`src/sfd_pkg.sv`:
```
package sfd_pkg;

  // ------------------------------------------------------------------
  // Clock and timing
  // ------------------------------------------------------------------
  // Period of pclk in nanoseconds (10 MHz).
  localparam int CLK_NS = 100;
  // Current limit deglitch, 2.5 us.
  localparam int CURRENT_LIMIT_DG_NS = 2500;
  // Relative thermal deglitch, 2.5 us.
  localparam int REL_DG_NS = 2500;
  // Absolute thermal deglitch, 20 us.
  localparam int ABS_DG_NS = 20000;
  // Open load deglitch, 500 us.
  localparam int OL_DG_US = 500;
  // Brief off time after a fast trip, 1 us.
  localparam int TRIP_OFF_NS = 1000;
  // Wait before an automatic retry, 1000 us.
  localparam int RETRY_US = 1000;

  // Least times round up to whole cycles.
  localparam int CURRENT_LIMIT_DG_CYC = (CURRENT_LIMIT_DG_NS + CLK_NS - 1) / CLK_NS;
  localparam int REL_DG_CYC = (REL_DG_NS + CLK_NS - 1) / CLK_NS;
  localparam int ABS_DG_CYC = (ABS_DG_NS + CLK_NS - 1) / CLK_NS;
  localparam int OL_DG_CYC = (OL_DG_US * 1000 + CLK_NS - 1) / CLK_NS;
  localparam int TRIP_OFF_CYC = (TRIP_OFF_NS + CLK_NS - 1) / CLK_NS;
  localparam int RETRY_CYC = (RETRY_US * 1000 + CLK_NS - 1) / CLK_NS;

  // Width of the retry and trip down-counters.
  localparam int CNT_W = 16;

  // ------------------------------------------------------------------
  // Register map
  // ------------------------------------------------------------------
  localparam int ADDR_W = 8;
  localparam logic [7:0] ADDR_CTRL = 8'h00;
  localparam logic [7:0] ADDR_STATUS = 8'h04;
  localparam logic [7:0] ADDR_INT_STAT = 8'h08;
  localparam logic [7:0] ADDR_INT_MASK = 8'h0C;

  // Control register: one bit that holds the channel off.
  localparam int CTRL_W = 1;
  localparam int CTRL_FORCE_OFF = 0;
  localparam logic [0:0] CTRL_RESET = 1'h0;

  // Event bits, shared by interrupt status and mask.
  localparam int EV_W = 6;
  localparam int EV_OC = 0;
  localparam int EV_REL = 1;
  localparam int EV_ABS = 2;
  localparam int EV_OL = 3;
  localparam int EV_TRIP = 4;
  localparam int EV_LATCH = 5;
  localparam logic [5:0] MASK_RESET = 6'h00;

  // Live status word width.
  localparam int STAT_W = 12;

  // Number of pin inputs passed through the synchroniser.
  localparam int SYNC_W = 11;

  // ------------------------------------------------------------------
  // Channel states
  // ------------------------------------------------------------------
  typedef enum logic [4:0] {
    SFD_OFF = 5'h01,
    SFD_ON = 5'h02,
    SFD_TRIP = 5'h04,
    SFD_SHUT = 5'h08,
    SFD_LATCHED = 5'h10
  } sfd_state_t;

endpackage

```
`src/sfd_sync.sv`:
```
`timescale 1ns/100ps
module sfd_sync
  import sfd_pkg::*;
#(
  parameter int WIDTH = 1
)
(
  // Clock and reset.
  input wire logic clk,
  input wire logic rst_n,
  // Asynchronous levels in, clean levels out.
  input wire logic [WIDTH-1:0] async_in,
  output logic [WIDTH-1:0] sync_out
);

  // First stage; only the second stage reads it.
  logic [WIDTH-1:0] meta;

  // ------------------------------------------------------------------
  // Two flip-flop chain
  // ------------------------------------------------------------------
  // Two stages give a metastable first stage a full cycle to settle.
  always_ff @(posedge clk or negedge rst_n)
  begin
    if (!rst_n)
    begin
      meta <= '0;
      sync_out <= '0;
    end
    else
    begin
      meta <= async_in;
      sync_out <= meta;
    end
  end

endmodule

```
`src/sfd_deglitch.sv`:
```
`timescale 1ns/100ps
module sfd_deglitch
  import sfd_pkg::*;
#(
  parameter int CYCLES = 1
)
(
  // Clock and reset.
  input wire logic clk,
  input wire logic rst_n,
  // Raw fault condition, already synchronised.
  input wire logic cond,
  // High once the condition has held CYCLES cycles in a row.
  output logic hit
);

  // Counter width large enough to hold CYCLES.
  localparam int W = $clog2(CYCLES + 1);
  // Saturation value of the counter.
  localparam logic [W-1:0] TOP = W'(CYCLES);

  // Cycles for which the condition has held so far.
  logic [W-1:0] count;
  // The counter has reached the full deglitch time.
  logic at_top;

  assign at_top = (count == TOP);
  // Gating with cond drops the hit in the same cycle the fault goes away.
  assign hit = at_top & cond;

  // ------------------------------------------------------------------
  // Persistence counter
  // ------------------------------------------------------------------
  always_ff @(posedge clk or negedge rst_n)
  begin
    if (!rst_n)
    begin
      count <= '0;
    end
    else if (!cond)
    begin
      count <= '0;
    end
    else if (!at_top)
    begin
      count <= count + 1'b1;
    end
  end

endmodule

```
`src/sfd_switch_ctrl.sv`:
```
// Design decisions made here: the register addresses and the APB register port.
`timescale 1ns/100ps
// How it works
// - diag low floats sense and fault flag
// - protection runs regardless of diag enable
// - overcurrent clamps current, reports fault
// - latch low retries after cooling, retry wait
// - latch high stays off until toggled
// - off-state open load pulls fault low
// - open-load fault clears when condition clears
// - deglitch 2.5, 2.5, 20, 500 us
// - short: regulate, trip, wait, re-enable
// - fast trip: brief off, then clamped on
// - pullup switch closed only with diag
// - short to supply handled as open load
// - reverse polarity forces channel on
// - after latch, enable restarts channel normally
// - absolute shutdown waits cooling and retry
module sfd_switch_ctrl
  import sfd_pkg::*;
#(
  parameter int OL_DEGLITCH_CYCLES = OL_DG_CYC,
  parameter int RETRY_CYCLES = RETRY_CYC
)
(
  // APB clock and reset.
  input wire logic pclk,
  input wire logic presetn,
  // APB slave port.
  input wire logic [ADDR_W-1:0] paddr,
  input wire logic psel,
  input wire logic penable,
  input wire logic pwrite,
  input wire logic [31:0] pwdata,
  output logic [31:0] prdata,
  output logic pready,
  output logic pslverr,
  // Host control pins.
  input wire logic channel_enable,
  input wire logic diagnostic_enable,
  input wire logic latch_select,
  // Comparator and sensor levels from the analog side.
  input wire logic overcurrent_detect,
  input wire logic fast_trip_threshold,
  input wire logic relative_thermal_trip,
  input wire logic absolute_thermal_trip,
  input wire logic thermal_cooled,
  input wire logic open_load_threshold,
  input wire logic reverse_polarity,
  // Power stage control.
  output logic channel_drive,
  output logic current_clamp,
  output logic pullup_switch,
  // Open-drain fault flag pin.
  input wire logic fault_flag_output_in,
  output logic fault_flag_output_out,
  output logic fault_flag_output_oe,
  // Sense output pin control.
  output logic sense_fault_level,
  output logic sense_output_oe,
  // Interrupt.
  output logic irq
);

  // ------------------------------------------------------------------
  // Pin synchronisation
  // ------------------------------------------------------------------
  // Raw pins gathered for the synchroniser.
  logic [SYNC_W-1:0] pins_raw;
  // Synchronised copy.
  logic [SYNC_W-1:0] pins_s;
  // Individual synchronised levels.
  logic en_s;
  logic diag_s;
  logic latch_s;
  logic oc_s;
  logic fast_s;
  logic rel_s;
  logic abs_s;
  logic cooled_s;
  logic ol_s;
  logic rev_s;
  logic flag_s;

  assign pins_raw = {fault_flag_output_in, reverse_polarity,
                     open_load_threshold, thermal_cooled,
                     absolute_thermal_trip, relative_thermal_trip,
                     fast_trip_threshold, overcurrent_detect,
                     latch_select, diagnostic_enable, channel_enable};
  assign {flag_s, rev_s, ol_s, cooled_s, abs_s, rel_s, fast_s, oc_s,
          latch_s, diag_s, en_s} = pins_s;

  sfd_sync #(
    .WIDTH(SYNC_W)
  ) u_sync (
    .clk(pclk),
    .rst_n(presetn),
    .async_in(pins_raw),
    .sync_out(pins_s)
  );

  // ------------------------------------------------------------------
  // Fault deglitch filters
  // ------------------------------------------------------------------
  // Deglitched fault levels.
  logic oc_q;
  logic rel_q;
  logic abs_q;
  logic ol_q;
  // Open-load condition; only meaningful with the channel off.
  logic ol_cond;
  // Present channel state.
  sfd_state_t state;

  // same path for supply short
  // The pullup only exists with diag high, so detection needs it too.
  assign ol_cond = ol_s & diag_s & (state == SFD_OFF) & ~rev_s;

  sfd_deglitch #(
    .CYCLES(CURRENT_LIMIT_DG_CYC)
  ) u_dg_oc (
    .clk(pclk),
    .rst_n(presetn),
    .cond(oc_s),
    .hit(oc_q)
  );

  sfd_deglitch #(
    .CYCLES(REL_DG_CYC)
  ) u_dg_rel (
    .clk(pclk),
    .rst_n(presetn),
    .cond(rel_s),
    .hit(rel_q)
  );

  sfd_deglitch #(
    .CYCLES(ABS_DG_CYC)
  ) u_dg_abs (
    .clk(pclk),
    .rst_n(presetn),
    .cond(abs_s),
    .hit(abs_q)
  );

  sfd_deglitch #(
    .CYCLES(OL_DEGLITCH_CYCLES)
  ) u_dg_ol (
    .clk(pclk),
    .rst_n(presetn),
    .cond(ol_cond),
    .hit(ol_q)
  );

  // ------------------------------------------------------------------
  // Registers
  // ------------------------------------------------------------------
  // Software control word.
  logic [CTRL_W-1:0] ctrl;
  // Sticky event bits and their mask.
  logic [EV_W-1:0] int_stat;
  logic [EV_W-1:0] int_mask;
  // Channel hold-off requested by software.
  logic force_off;

  assign force_off = ctrl[CTRL_FORCE_OFF];

  // ------------------------------------------------------------------
  // Channel state machine
  // ------------------------------------------------------------------
  // Down-counters for the retry wait and the fast-trip off time.
  logic [CNT_W-1:0] retry;
  logic [CNT_W-1:0] trip;
  // Last shutdown was an absolute thermal one.
  logic abs_flag;
  // Next values.
  sfd_state_t next_state;
  logic [CNT_W-1:0] next_retry;
  logic [CNT_W-1:0] next_trip;
  logic next_clamp;
  logic next_abs_flag;
  // Cooling condition met for the last shutdown kind.
  logic cool_ok;
  // Channel may start: enable high and software not holding it.
  logic start_ok;

  assign cool_ok = abs_flag ? cooled_s : ~rel_s;
  assign start_ok = en_s & ~force_off;

  // Diag enable is deliberately absent from every decision below.
  // protection ignores diag
  always_comb
  begin
    next_state = state;
    next_retry = retry;
    next_trip = trip;
    next_clamp = current_clamp;
    next_abs_flag = abs_flag;
    case (state)
      SFD_OFF:
      begin
        // A fresh start never inherits the clamp of a past fault.
        next_clamp = 1'b0;
        if (start_ok)
        begin
          next_state = SFD_ON;
        end
      end
      SFD_ON:
      begin
        if (!start_ok)
        begin
          next_state = SFD_OFF;
        end
        else if (rel_q || abs_q)
        begin
          next_state = SFD_SHUT;
          next_retry = CNT_W'(RETRY_CYCLES);
          next_abs_flag = abs_q;
          next_clamp = 1'b0;
        end
        else if (fast_s && !current_clamp)
        begin
          next_state = SFD_TRIP;
          next_trip = CNT_W'(TRIP_OFF_CYC);
        end
        else if (oc_q)
        begin
          next_clamp = 1'b1;
        end
      end
      SFD_TRIP:
      begin
        // Losing enable in the off time must not bring a drive pulse.
        if (!start_ok)
        begin
          next_state = SFD_OFF;
        end
        else if (trip == '0)
        begin
          next_state = SFD_ON;
          next_clamp = 1'b1;
        end
        else
        begin
          next_trip = trip - 1'b1;
        end
      end
      SFD_SHUT:
      begin
        if (retry != '0)
        begin
          next_retry = retry - 1'b1;
        end
        else if (cool_ok)
        begin
          if (latch_s)
          begin
            next_state = SFD_LATCHED;
          end
          else if (start_ok)
          begin
            next_state = SFD_ON;
          end
          else
          begin
            next_state = SFD_OFF;
          end
        end
      end
      SFD_LATCHED:
      begin
        // leave on latch or enable low
        if (!latch_s || !en_s)
        begin
          next_state = SFD_OFF;
        end
      end
      default:
      begin
        next_state = SFD_OFF;
      end
    endcase
  end

  // State and counters.
  always_ff @(posedge pclk or negedge presetn)
  begin
    if (!presetn)
    begin
      state <= SFD_OFF;
      retry <= '0;
      trip <= '0;
      abs_flag <= 1'b0;
    end
    else
    begin
      state <= next_state;
      retry <= next_retry;
      trip <= next_trip;
      abs_flag <= next_abs_flag;
    end
  end

  // ------------------------------------------------------------------
  // Pin outputs
  // ------------------------------------------------------------------
  // Any fault that the flag and sense pins should report.
  logic fault_now;
  // Channel gate request before the output flop.
  logic next_drive;

  assign fault_now = ((state == SFD_ON) & oc_q) | (state == SFD_TRIP)
                     | (state == SFD_SHUT) | (state == SFD_LATCHED)
                     | ol_q;
  assign next_drive = rev_s | (state == SFD_ON);

  // All pin outputs are registered so the pins never glitch.
  always_ff @(posedge pclk or negedge presetn)
  begin
    if (!presetn)
    begin
      channel_drive <= 1'b0;
      current_clamp <= 1'b0;
      pullup_switch <= 1'b0;
      fault_flag_output_out <= 1'b0;
      fault_flag_output_oe <= 1'b0;
      sense_fault_level <= 1'b0;
      sense_output_oe <= 1'b0;
    end
    else
    begin
      channel_drive <= next_drive;
      current_clamp <= next_clamp;
      pullup_switch <= diag_s;
      // The flag is open drain: it only ever pulls low.
      fault_flag_output_out <= 1'b0;
      fault_flag_output_oe <= diag_s & fault_now;
      sense_fault_level <= diag_s & fault_now;
      sense_output_oe <= diag_s;
    end
  end

  // ------------------------------------------------------------------
  // APB slave
  // ------------------------------------------------------------------
  // Setup phase, completing access and completing write.
  logic setup;
  logic access;
  logic wr;
  // Address decode.
  logic hit_ctrl;
  logic hit_status;
  logic hit_stat;
  logic hit_mask;
  logic mapped;
  // Read mux result and live status word.
  logic [31:0] rdata;
  logic [STAT_W-1:0] status;
  // Event levels and write-one-to-clear bits.
  logic [EV_W-1:0] events;
  logic [EV_W-1:0] clr;

  assign setup = psel & ~penable;
  assign access = psel & penable & pready;
  assign wr = access & pwrite & ~pslverr;
  assign hit_ctrl = (paddr == ADDR_CTRL);
  assign hit_status = (paddr == ADDR_STATUS);
  assign hit_stat = (paddr == ADDR_INT_STAT);
  assign hit_mask = (paddr == ADDR_INT_MASK);
  assign mapped = hit_ctrl | hit_status | hit_stat | hit_mask;
  assign status = {fault_now, flag_s, rev_s, latch_s, en_s, diag_s,
                   current_clamp, state};
  assign rdata = hit_ctrl ? {{(32 - CTRL_W){1'b0}}, ctrl}
               : hit_status ? {{(32 - STAT_W){1'b0}}, status}
               : hit_stat ? {{(32 - EV_W){1'b0}}, int_stat}
               : hit_mask ? {{(32 - EV_W){1'b0}}, int_mask}
               : '0;

  // Events are levels; the sticky bits hold them after they pass.
  assign events[EV_OC] = (state == SFD_ON) & oc_q;
  assign events[EV_REL] = (state == SFD_SHUT) & ~abs_flag;
  assign events[EV_ABS] = (state == SFD_SHUT) & abs_flag;
  assign events[EV_OL] = ol_q;
  assign events[EV_TRIP] = (state == SFD_TRIP);
  assign events[EV_LATCH] = (state == SFD_LATCHED);
  assign clr = (wr && hit_stat) ? pwdata[EV_W-1:0] : '0;

  // One wait-free access: the answer is ready in the access phase.
  always_ff @(posedge pclk or negedge presetn)
  begin
    if (!presetn)
    begin
      pready <= 1'b0;
      pslverr <= 1'b0;
      prdata <= '0;
    end
    else
    begin
      pready <= setup;
      pslverr <= setup & ~mapped;
      prdata <= setup ? rdata : '0;
    end
  end

  // Software registers; a pending event beats its own clear.
  always_ff @(posedge pclk or negedge presetn)
  begin
    if (!presetn)
    begin
      ctrl <= CTRL_RESET;
      int_mask <= MASK_RESET;
      int_stat <= '0;
      irq <= 1'b0;
    end
    else
    begin
      if (wr && hit_ctrl)
      begin
        ctrl <= pwdata[CTRL_W-1:0];
      end
      if (wr && hit_mask)
      begin
        int_mask <= pwdata[EV_W-1:0];
      end
      int_stat <= (int_stat & ~clr) | events;
      irq <= |(int_stat & int_mask);
    end
  end

endmodule

```
`config.mk`:
```
export PLATFORM = sky130hd
export DESIGN_NAME = sfd_switch_ctrl
export DESIGN_NICKNAME = d
export VERILOG_FILES = /design/src/sfd_pkg.sv /design/src/sfd_sync.sv /design/src/sfd_deglitch.sv /design/src/sfd_switch_ctrl.sv
export SDC_FILE = /design/constraint.sdc
export NUM_CORES = 1
export LEC_CHECK = 0
export ABC_AREA = 1
export BUFFER_PORTS_ARGS = -buffer_cell sky130_fd_sc_hd__buf_2
export CAP_MARGIN = 20
export CORE_AREA = 5 5 116 118
export DETAILED_ROUTE_END_ITERATION = 8
export DIE_AREA = 0 0 121 123
export PLACE_DENSITY = 0.76
export SLEW_MARGIN = 20
export SYNTH_ARGS = -nofsm -noshare
export SYNTH_HDL_FRONTEND = slang
export SYNTH_HIERARCHICAL = 1
export SYNTH_SLANG_ARGS = --single-unit
```
`constraint.sdc`:
```
create_clock -name pclk -period 4.37 [get_ports pclk]
set_clock_uncertainty 0.15 [all_clocks]
set_input_delay 0.874 -clock pclk [delete_from_list [all_inputs] [get_ports pclk]]
set_output_delay 0.874 -clock pclk [all_outputs]
set_load 0.01 [all_outputs]
```
Word-level counts from Yosys, hierarchy flattened
Cells that the tools add are included.
- register bits after elaboration: 123
- input bits: 56
- output and inout bits: 42
- $add $sub $neg: 6
- equality and inequality tests: 32
- mux-type cells: 44
- bitwise logic cells: 37
- reductions and logical operators: 21
- operators by type and width (cell ; count):
    $mux 16 ; 8
    $mux 5 ; 14
    $pmux 16 s2 ; 2
    $mux 12 ; 3
    $sub 16x1->16 const B ; 2
    $ne 2x2->1 const B ; 14
    $mux 13 ; 2
    $pmux 5 s5 ; 1
    $and 1x1->1 ; 18
    $mux 6 ; 3
    $reduce_and 6->1 ; 3
    $eq 8x4->1 const B ; 2
    $logic_not 16->1 ; 1
    $mux 8 ; 2
    $reduce_bool 16->1 ; 1
    $eq 5x5->1 const B ; 3
    $add 13x1->13 const B ; 1
    $eq 13x13->1 const B ; 1
    $and 6x6->6 ; 2
    $add 5x1->5 const B ; 2
    $add 8x1->8 const B ; 1
    $eq 8x3->1 const B ; 1
    $eq 8x8->1 const B ; 1
    $logic_not 8->1 ; 1
    23 further kinds ; 51

Logic depth before layout (Yosys ltp)
Gate-level depths: netlist (run 1).
- depth in word-level cells: 10
- mapped depth: 15
- depth with buffers taken out: 15

By module
Netlist (run 1), hierarchy kept.
- modules (own cells, without submodules) (module ; times used ; cells each ; area an instance (um^2)):
    sfd_switch_ctrl ; 1 ; 574 ; 4151.5
    sfd_deglitch (u_dg_ol) ; 1 ; 125 ; 834.6
    sfd_deglitch (u_dg_oc ...) ; 2 ; 41 ; 296.5
    sfd_sync ; 1 ; 22 ; 550.5
    sfd_deglitch (u_dg_abs) ; 1 ; 63 ; 460.4

Worst setup path after synthesis (run 1)
Ideal clock, no wire load.
- path type: input to register
- start point: in paddr[7]
- end point: reg int_mask[0]
- setup time: 0.131 ns
- arrival: 1.764 ns
- required time: 4.089 ns
- setup slack: 2.325 ns
- cell stages on the path: 5
- cell sequence: nor2_1 -> nand2_1 -> nor4_1 -> clkbuf_1 -> o21ai_0
- longest elaborated chain between the ends: 2
- RTL lines (item ; line ; RTL):
    start, declared ; sfd_switch_ctrl.sv:30 ; input wire logic [ADDR_W-1:0] paddr,
    $eq 8x4->1 ; sfd_switch_ctrl.sv:370 ; assign hit_mask = (paddr == ADDR_INT_MASK);
    $logic_and 1x1->1 ; sfd_switch_ctrl.sv:422 ; if (wr && hit_mask)
    end signal, assigned ; sfd_switch_ctrl.sv:424 ; int_mask <= pwdata[EV_W-1:0];
    end, declared ; sfd_switch_ctrl.sv:162 ; logic [EV_W-1:0] int_mask;
No other way between the ends.
A chain may end at the register's enable or synchronous reset.

Worst setup path after layout (run 1)
- start point: reg state[0]
- end point: reg trip[5]
- longest elaborated chain between the ends: 3
- elaborated cells between the ends (all ways): 10
- RTL lines (item ; line ; RTL):
    start, declared ; sfd_switch_ctrl.sv:113 ; sfd_state_t state;
    start signal, assigned ; sfd_switch_ctrl.sv:298 ; state <= next_state;
    $eq 5x2->1 / $eq 5x3->1 (equally long branches) ; sfd_switch_ctrl.sv:199 ; case (state)
    $ne 2x2->1 (no source line) / $reduce_bool 2->1 (equally long branches) ; n/a ;
    $reduce_and 6->1 (no source line) ; n/a ;
    end signal, assigned ; sfd_switch_ctrl.sv:300 ; trip <= next_trip;
    end, declared ; sfd_switch_ctrl.sv:173 ; logic [CNT_W-1:0] trip;
Several ways; a longest one is shown, not always the timed one.

==> results of run 1 <==
power by group:
group	switching, uW	internal (uW)
clock network	547	867
registers	54.9	1200
logic	327	172
total	929	2230
sequential cells by signal (all words and copies together), names as in the netlist:
| register | cells |
|---|---|
| u_dg_abs/count | 8 |
| pslverr | 1 |
| abs_flag | 1 |
| prdata | 12 |
| channel_drive | 1 |
| int_mask | 6 |
| u_dg_rel/count | 5 |
| sense_output_oe | 1 |
| retry | 16 |
| sense_fault_level | 1 |
| u_sync/sync_out | 11 |
| pready | 1 |
| u_dg_ol/count | 13 |
| ctrl | 1 |
| trip | 16 |
| u_sync/meta | 11 |
| u_dg_oc/count | 5 |
| irq | 1 |
| int_stat | 6 |
| current_clamp | 1 |
| state | 5 |
area by class of cell:
cell class,count,area [um2],share of cell area
clock buffers,18,439,0.0587
clock inverters,14,160,0.0214
inverters,113,424,0.0567
multi-input cells,612,2870,0.384
flip-flops and latches,123,3080,0.411
well taps,172,215,0.0287
repair buffers,54,295,0.0394
synth_stat cells (2+ instances only):
| cell | number | area (um2) |
|---|---|---|
| nand3b_1 | 2 | 15.0 |
| inv_2 | 3 | 11.3 |
| a21oi_1 | 9 | 45.0 |
| nand2_1 | 223 | 837 |
| xor2_1 | 6 | 52.6 |
| nor3_2 | 2 | 20.0 |
| inv_1 | 110 | 413 |
| nand4_1 | 30 | 188 |
| nor2_1 | 137 | 514 |
| buf_6 | 3 | 33.8 |
| nor2_2 | 6 | 37.5 |
| a21o_1 | 2 | 15.0 |
| xnor2_1 | 3 | 26.3 |
| dfrtp_1 | 122 | 3050 |
| buf_8 | 2 | 30.0 |
| nor2_4 | 4 | 45.0 |
| buf_4 | 24 | 180 |
| o21ai_2 | 6 | 52.6 |
| nand3_1 | 83 | 415 |
| o21ai_0 | 40 | 200 |
| ha_1 | 12 | 150 |
| buf_2 | 8 | 40.0 |
| nor3_1 | 5 | 25.0 |
| nand2_2 | 8 | 50.1 |
per-stage QoR:
step / instances / power (uW) / setup slack, ns / utilization
floorplan: 886 / 1660 / 2.32 / -
global placement: 1074 / 1750 / 1.94 / 0.557
detailed placement: 1074 / 1770 / 1.93 / 0.557
CTS: 1106 / 3190 / 1.92 / 0.606
global route: 1106 / 3330 / 1.61 / 0.606
finish: 1106 / 3160 / 1.94 / 0.606
cells by family (layout without fill, tap and decap cells):
kind of cell    count (synthesis)  after routing  share of synthesized area
compound gates                 64             64                     0.0556
fa+ha+maj                      12             12                     0.0228
flops                         123            123                      0.467
buf+inv                       151            199                      0.108
other cells                     1             21                   0.000569
mux                             1              1                    0.00171
simple gates                  505            505                      0.332
xor+xnor                        9              9                     0.0120
worst max path at each step:
| stage | startpoint | endpoint | cells after the start |
|---|---|---|---|
| 4_1_cts | u_dg_abs/count[0] | trip[5] | 13 |
| 5_1_grt | state[4] | trip[5] | 11 |
| 3_3_place_gp | state[0] | trip[1] | 11 |
| 3_5_place_dp | state[0] | trip[5] | 11 |
| 2_1_floorplan | paddr[7] | int_mask[0] | 5 |
| 6_report | state[0] | trip[5] | 11 |
per-layer routing:
layer | vias up | global-route usage | routed length, um
li1 | 2806 | - | -
met1 | 2498 | 0.260 | 6240
met2 | 144 | 0.308 | 6110
met3 | 24 | 0.0494 | 736
met4 | 0 | 0.0687 | 243
met5 | - | 0 | 0
worst max-delay path, cell delays in order (launching register included):
cell	delay (ns)
dfstp_2	0.55
nor2_1	0.04
nand2_1	0.06
inv_1	0.07
nand2_2	0.19
inv_1	0.25
nand2_1	0.15
nand2_1	0.07
nand2_2	0.41
inv_1	0.21
nand2_1	0.10
nand2_1	0.05
==> metrics.md, run 1 <==
| Metric | Value |
|---|---|
| Status | finished clean |
| P&R area growth vs syn | 13.6% |
| Largest net degree at the start of global routing | between 60 and 70 |
| CTS Buffer Depth | 2 |
| Clock transition at path regs | around 0.060 ns |
| Vias per inst | slightly below 5 |
| Post-CTS Setup Bufs | 0 |
| Leak | 0.00403 uW |
| WL/cell | between 10 and 15 um |
| Post-synth EDFFs | 0 |
| Post_cts resized | 0 |
| Number of cell rows | 41 |
| CTS sink count | around 120 |
| Register bit total from synthesis | 123 |
| Hold Slack | 0.195 ns |
| Dominant synthesized flop cell | dfrtp_1 |
| Hold path depth | 0 |
| Sequential share of the synthesized area | 0.467 |
| # fillers | between 1k and 1.5k |
| # H-tree levels | 4 |
| Ys async rst share | 1.00 |
| Crit Reg-Reg Endpoint | trip[5] |
| Most common cell after layout, fill and taps aside | nand2_1 |
| Share of layout cells above drive strength 1 | 0.128 |
| IO Pins | 98 |
| Clock root buffer | clkbuf_16 |
| Final Cycle Share | 0.556 |
| Crit end category | register |
| Gr usage total | 0.194 |
| Worst slew margin | 0.489 |
| Hpwl dp | 9480 um |
| Dpl cell area | 6890 um2 |
| Launching point of the worst reg2reg path | state[0] |
| CP max FO | 29 |
| Min-delay src | u_sync/meta[5] |
| CP Data Arrival Time | about 2.6 ns |
| Initial antenna violation count | 0 |
| R2R setup slack | just under 2 ns |
| Worst r2r path cells | 11 |
| Tightest Hold Check Type | reg -> reg |
| RSZ-0062 raised after global routing | no |
| Most frequent cells in the layout | nand2_1, nor2_1, dfrtp_1 |
| First-pass GRT wire length | 23,100 um |
| ANT cells | 0 |
| DR DRC count | 0 |
| Post-synthesis cell area | around 6600 um2 |
| Synth unique cells | 40 |
| Die area | around 15,000 um2 |
| TritonCTS Buffers | 17 |
| Post-Syn Instances | 866 |
| Worst-margin pin slew | approximately 0.77 ns |
| Slew Limit Fails | 0 |
| Starting Density | 0.533 |
| Maximum operating frequency | 411 MHz |
| Synth warn | 6 |
| # setup viols final | 0 |
| Starting DRT DRC Count | ~460 |
| Final ANT Viol Nets | 0 |
| Kind of critical path | reg -> reg |
| CP required | 4.53 ns |
| PwrDens | around 420 nW/um2 |
| Die H | 123 um |
| Gr ovfl total | 0 |
| Min Tclk post-route | 2.43 ns |
| Design area | between 7000 and 8000 um2 |
| GPL Wtd Cong | roughly 0.86 |
| DR vias | 5,472 |
| Setup_tns | 0 ns |
| Final hold vios | 0 |
| Worst-Skew Late Latency | around 0.42 ns |
| Routed WL | ~13,000 um |
| CTS tree | yes |
| Worst hold endpoint | u_sync/sync_out[5] |
| Core area | roughly 12,000 um2 |
| Vias in the first global route | 4,980 |
| Port Buf Inserts | 50 |
| Final nets | just under 1k |
| Die width | ~120 um |
| First-pass DRT Iterations | 5 |
| Critical Path Source Type | register |
| Avg Cell Area, Syn | roughly 7.6 um2 |
| Maxcap violations | 0 |
| Hold Buf Count CTS | 0 |
| VDD IR max | slightly below 0.3 mV |
(Power assumes the default switching activity.)
==> inputs of run 2 (changes only) <==
- ABC_AREA: 1 -> 0
- CORE_AREA: 5 5 116 118 -> 5 5 113 115
- DIE_AREA: 0 0 121 123 -> 0 0 118 120
- PLACE_DENSITY: 0.76 -> 0.77
- clock period: 4.37 -> 2.4 ns (I/O delays scaled with it)
==> run 2 against run 1 <==
Effect of this change:
- non-clock buffer count rose by 39
- count of clock-buffer cells in the layout unchanged
- sequential cell count is the same
- first-iteration DRC count decreased by 24%
- cell area decreased by 0.48%
- utilization grew 3.1 points
- routed wire length is 0.97% higher
- largest power group unchanged
- total power is 87% higher
- synthesized area is 5.1% lower
- critical path depth is 2 lower
- via count decreased by 12%
- setup slack lost 1.8 ns
==> metrics.md, run 2 <==
| Metric | Value |
|---|---|
| Most frequent cells in the layout | dfrtp_1, nand2_1, buf_2 |
| Post-synth EDFFs | 0 |
| IO Pins | 98 |
| Worst r2r path cells | 9 |
| # setup viols final | 0 |
| Share of layout cells above drive strength 1 | 0.230 |
| Die area | 14,200 um2 |
| Starting Density | 0.534 |
| CP Capture Point | trip[12] |
| CTS sink count | ~120 |
| Clk network pwr share | 0.411 |
| Global Route met1 Usage | 0.250 |
| Worst-margin pin slew | a little under 0.6 ns |
| Grt met3 use | 0.0561 |
| Final Non-Filler Cells | about 850 |
| TritonCTS Buffers | 17 |
| Leak | roughly 0.0035 uW |
| VDD IR max | between 0.6 and 0.7 mV |
| Maximum operating frequency | ~440 MHz |
| DR DRC count | 0 |
| Clock root buffer | clkbuf_16 |
| Final ANT Viol Nets | 0 |
| NetSw | between 1500 and 2000 uW |
| Comb power frac | 0.181 |
| Routed WL | approximately 13,000 um |
| Synth unique cells | 78 |
| GPL Wtd Cong | just under 0.9 |
| Die width | between 100 and 150 um |
| Dominant synthesized flop cell | dfrtp_1 |
| P&R area growth vs syn | 19.2% |
| Crit-path cells | ha_1 -> and4b_4 -> and2_4 -> nor2_4 -> nand4_2 -> o22a_1 -> buf_6 -> or3_1 -> a21oi_1 |
| DR vias | 4,836 |
| Final hold vios | 0 |
| WL/cell | between 15 and 20 um |
| Synth area leaders | dfrtp_1, nand2_1, buf_4 |
| Largest net degree at the start of global routing | between 40 and 50 |
| Clock transition at path regs | 0.06 ns |
| Worst path bufs/invs | 1 |
| Critical Path Source Type | register |
| Worst path slowest cell | dfrtp_1 |
| Maxcap violations | 0 |
| Kind of cell adding the most delay to the critical path | simple AND/OR/NAND/NOR gates |
| CP required | 2.59 ns |
| RSZ-0062 raised after global routing | yes |
| Placed cell count | ~810 |
| Core area | between 10,000 and 15,000 um2 |
| Post-CTS Setup Bufs | 0 |
| Status | finished clean |
| Flop pwr share | 0.408 |
| Crit. Startpoint | u_dg_rel/count[0] |
| Post-synthesis cell area | roughly 6300 um2 |
| CTS tree | yes |
| Slew Limit Fails | 0 |
| Most used routing layer | met2 |
| Most numerous cell in the Yosys netlist | dfrtp_1 |
| Initial antenna violation count | 0 |
| Final nets | around 760 |
| # H-tree levels | 4 |
| Final worst setup slack | around 0.12 ns |
| Launching point of the worst reg2reg path | u_dg_rel/count[0] |
| Final Cycle Share | 0.949 |
| PwrDens | around 800 nW/um2 |
| CP max FO | 8 |
| Worst-Skew Late Latency | 0.42 ns |
| Gr usage total | 0.199 |
| Vias in the first global route | around 4.8k |
| R2R setup slack | about 0.12 ns |
| Yosys top cell by area | dfrtp_1 |
| ANT cells | 0 |
| Min Tclk post-route | approximately 2.3 ns |
| Min-delay src | fast_trip_threshold |
| Post-Syn Instances | around 600 |
| Hpwl dp | roughly 9400 um |
| Top cells by count, synth | dfrtp_1, nand2_1, nand3_1 |
| Die H | roughly 120 um |
| Ys async rst share | 1.00 |
| First-pass GRT wire length | between 20,000 and 25,000 um |
| Sequential share of the synthesized area | 0.492 |
| Internal Power | 4100 uW |
| WP depth | 9 |
| Crit Reg-Reg Endpoint | trip[12] |
| Crit end category | register |
| Hold path depth | 1 |
| First-pass DRT Iterations | 5 |
| Port Buf Inserts | 50 |
| Number of cell rows | 40 |
| Largest regs | retry: 16 flops, trip: 16 flops, u_dg_ol/count: 13 flops |
| Starting DRT DRC Count | 344 |
| Tightest Hold Check Type | in -> reg |
| Vias per inst | 5.71 |
| Gr ovfl total | 0 |
| Top-area cell type share of the netlist area | 0.488 |
| DP Worst Slack | between 0.009 and 0.01 ns |
| Register bit total from synthesis | around 120 |
| Avg Cell Area, Syn | between 10 and 15 um2 |
| Switching share of power | 0.309 |
| CTS Buffer Depth | 2 |
| CP Data Arrival Time | ~2.5 ns |
| Met2 usage | 0.325 |
| Worst slew margin | 0.597 |
| # fillers | 906 |
| Slowest Stage Delay on Critical Path | 0.38 ns |
| Kind of critical path | reg -> reg |
| Most common cell after layout, fill and taps aside | dfrtp_1 |
| Synth warn | 6 |
## run 2: per-stage QoR
step / total power (uW) / hold WS, ns / TNS, ns / utilization / cell area, um2
final: 5930 / 0.0309 / 0 / 0.636 / 7450
after CTS: 5940 / 0.000365 / 0 / 0.633 / 7420
after global placement: 3430 / 0.182 / 0 / 0.577 / 6750
after detailed placement: 3480 / 0.185 / 0 / 0.577 / 6750
after floorplan: 3150 / 0.0344 / -0.00993 / - / 6330
after global routing: 6220 / 0.00631 / -0.0121 / 0.636 / 7450
## run 2: how the worst min path moves through the flow
| stage | endpoint |
|---|---|
| after detailed placement | u_sync/sync_out[6] |
| after global routing | u_sync/meta[4] |
| after global placement | u_sync/sync_out[10] |
| after CTS | u_sync/meta[3] |
| final | u_sync/meta[4] |
| after floorplan | abs_flag |
## run 2: kinds of logic (layout without fill, tap and decap cells)
family                     after synthesis  in the layout  share of synthesized area
DFF                                    123            123                      0.492
adders and majority gates               12             12                     0.0240
AOI/OAI and AO/OA                      107            107                      0.117
and+or+nand+nor                        255            255                      0.245
muxes                                   23             23                     0.0402
other                                    1             21                   0.000600
xor gates and xnor gates                17             17                     0.0238
buffers and inverters                   59            142                     0.0564
## run 2: layout make-up
type                            count  area [um2]  share of cell area
Multi-Input combinational cell    435        2920               0.392
Tap cell                          147         184              0.0247
Timing Repair Buffer               93         629              0.0845
Clock inverter                     14         141              0.0190
Inverter                           17        63.8             0.00856
Clock buffer                       18         429              0.0576
Sequential cell                   123        3080               0.413
## run 2: power by group through the flow
| stage | Clock [uW] | Combinational (uW) | Sequential, uW |
|---|---|---|---|
| after CTS | 2480 | 1050 | 2410 |
| after floorplan | 0 | 781 | 2370 |
| after detailed placement | 0 | 1030 | 2450 |
| after global routing | 2590 | 1190 | 2440 |
| final | 2440 | 1070 | 2420 |
| after global placement | 0 | 996 | 2440 |
## run 2: timing repair
action,4_1_cts,5_1_grt
endpoints found under the hold margin,44,1
pin swaps,0,8
resized for setup,1,8
hold buffers,9,1
endpoints found under the setup margin,2,27
## run 2: layer usage
| layer | vias to the layer above | wire length, um |
|---|---|---|
| met5 | - | 0 |
| met4 | 0 | 159 |
| met3 | 16 | 626 |
| met2 | 127 | 7000 |
| met1 | 2390 | 5670 |
| li1 | 2303 | - |
==> inputs of run 3 (changes only) <==
==> constraint.sdc (replaced) <==
create_clock -name pclk -period 2.4 [get_ports pclk]
set_clock_uncertainty 0.15 [all_clocks]
set_input_delay 0.36 -clock pclk [delete_from_list [all_inputs] [get_ports pclk]]
set_output_delay 0.36 -clock pclk [all_outputs]
set_load 0.01 [all_outputs]
==> run 3 against run 2 <==
Effect of this change:
- global-route usage increased by 0.79 points
- sequential power about the same
- via count grew 2.0%
- critical path type unchanged
- largest cell class unchanged
- highest routed layer unchanged
==> metrics.md, run 3 (same netlist as run 2, synthesis figures left out) <==
| Metric | Value |
|---|---|
| Crit-path cells | ha_1 -> and4b_4 -> and2_4 -> nor2_4 -> nand4_2 -> o22a_2 -> buf_6 -> or3_1 -> a21oi_1 |
| Worst path slowest cell | dfrtp_1 |
| Routed WL | ~14,000 um |
| Starting DRT DRC Count | about 450 |
| Final ANT Viol Nets | 0 |
| Number of cell rows | 40 |
| Die area | 14,200 um2 |
| Final nets | 758 |
| CP required | about 2.6 ns |
| Largest regs | retry: 16 flops, trip: 16 flops, u_dg_ol/count: 13 flops |
| Flop pwr share | 0.404 |
| CTS tree | yes |
| Maximum operating frequency | ~440 MHz |
| PwrDens | ~800 nW/um2 |
| Die H | approximately 120 um |
| Share of layout cells above drive strength 1 | 0.232 |
| First-pass DRT Iterations | 6 |
| Worst-Skew Late Latency | roughly 0.42 ns |
| Placed cell count | between 800 and 900 |
| NetSw | approximately 1900 uW |
| Final Non-Filler Cells | 850 |
| Maxcap violations | 0 |
| Final Cycle Share | 0.958 |
| Die width | 118 um |
| Largest net degree at the start of global routing | 53 |
| WL/cell | ~17 um |
| # setup viols final | 0 |
| Slew Limit Fails | 0 |
| Leak | around 0.0035 uW |
| IO Pins | between 90 and 100 |
| Gr usage total | 0.207 |
| Final hold vios | 0 |
| Status | finished clean |
| TritonCTS Buffers | 17 |
| CP max FO | 6 |
| ANT cells | 0 |
| RSZ-0062 raised after global routing | no |
| Final Power | between 5000 and 6000 uW |
| Critical Path Source Type | register |
| Setup_tns | 0 ns |
| # fillers | 903 |
| GPL Wtd Cong | about 0.9 |
| Tightest Hold Check Type | in -> reg |
| Switching share of power | 0.313 |
| Worst slew margin | 0.585 |
| Most frequent cells in the layout | dfrtp_1, nand2_1, buf_2 |
| Starting Density | 0.534 |
| Worst-margin pin slew | 0.615 ns |
| Gr ovfl total | 0 |
| CTS sink count | between 100 and 150 |
| DR DRC count | 0 |
| Initial antenna violation count | 0 |
| Register area | 3080 um2 |
| Kind of cell adding the most delay to the critical path | simple AND/OR/NAND/NOR gates |
| Area of the multi-input gates | roughly 2900 um2 |
| CTS Buffer Depth | 2 |
| Clock transition at path regs | 0.06 ns |
| Vias per inst | approximately 5.8 |
| Comb power frac | 0.183 |
| Worst path bufs/invs | 1 |
| VDD IR max | about 0.74 mV |
| Internal Power | 4120 uW |
| P&R area growth vs syn | 19.8% |
| # H-tree levels | 4 |
| Port Buf Inserts | 50 |
| First-pass GRT wire length | 23,900 um |
| Hpwl dp | around 9900 um |
| Kind of critical path | reg -> reg |
| Slowest Stage Delay on Critical Path | about 0.38 ns |
| CP Data Arrival Time | approximately 2.5 ns |
| Clk network pwr share | 0.413 |
| Min Tclk post-route | 2.30 ns |
| Core area | 11,700 um2 |
| Clock root buffer | clkbuf_16 |
| Vias in the first global route | approximately 5.0k |
| Most common cell after layout, fill and taps aside | dfrtp_1 |
| DR vias | between 4k and 5k |
| Crit end category | register |
[run 3: cell types whose count changed in the layout (fill, tap and decap cells not counted), moves of 2 or more]
| cell | previous run | this run |
|---|---|---|
| clkinvlp_4 | 3 | 0 |
| inv_6 | 2 | 7 |
| clkinv_4 | 5 | 3 |
| dlygate4sd3_1 | 10 | 13 |
[run 3: layout make-up]
cell class,count,area share
Timing Repair Buffer,96,0.0877
Clock buffer,17,0.0568
Sequential cell,123,0.411
Clock inverter,15,0.0200
Multi-Input combinational cell,435,0.391
Inverter,17,0.00852
Tap cell,147,0.0246
[run 3: power by group through the flow]
| stage | sequential, uW | combinational, uW | clock (uW) |
|---|---|---|---|
| final | 2420 | 1100 | 2480 |
| after global routing | 2440 | 1200 | 2630 |
| after CTS | 2410 | 1070 | 2520 |
| after detailed placement | 2450 | 1030 | 0 |
| after global placement | 2440 | 991 | 0 |
| after floorplan | 2370 | 781 | 0 |
[run 3: routing by layer]
layer | part of all wire | GRT usage | up-vias | routed length, um
met3 | 0.047 | 0.0542 | 36 | 668
met5 | 0 | 0 | - | 0
met2 | 0.52 | 0.359 | 156 | 7400
met1 | 0.41 | 0.248 | 2432 | 5860
met4 | 0.020 | 0.0746 | 0 | 286
li1 | - | - | 2308 | -
[run 3: stage by stage]
| stage | setup slack (ns) | utilization | instance area (um2) | hold WS [ns] |
|---|---|---|---|---|
| floorplan | -0.00993 | - | 6330 | -0.0856 |
| global placement | 0.0767 | 0.575 | 6730 | 0.184 |
| detailed placement | -0.0314 | 0.575 | 6730 | 0.185 |
| CTS | -0.00205 | 0.636 | 7450 | 0.0332 |
| global route | 0.00364 | 0.640 | 7490 | 0.0290 |
| finish | 0.102 | 0.640 | 7490 | 0.0441 |
[run 3: timing repair]
action	in CTS	in global routing
hold buffers	13	0
gates resized for setup	1	9
setup buffers	1	1
hold endpoints to repair	42	0
setup endpoints to repair	4	24
pin swaps	2	5
cloned	0	1
[run 3: final timing paths]
check                                        from            endpoint  slack, ns  cells after the start
worst max-delay path            u_dg_rel/count[0]             trip[2]       0.10                      9
worst max register to register  u_dg_rel/count[0]             trip[2]       0.10                      9
max in group asynchronous                 presetn  u_sync/sync_out[5]       1.18                      3
worst min register to register     u_sync/meta[7]  u_sync/sync_out[7]       0.19                      0
min in group asynchronous                 presetn                ctrl       0.29                      2
worst min-delay path                    pwdata[3]         int_mask[3]       0.04                      2
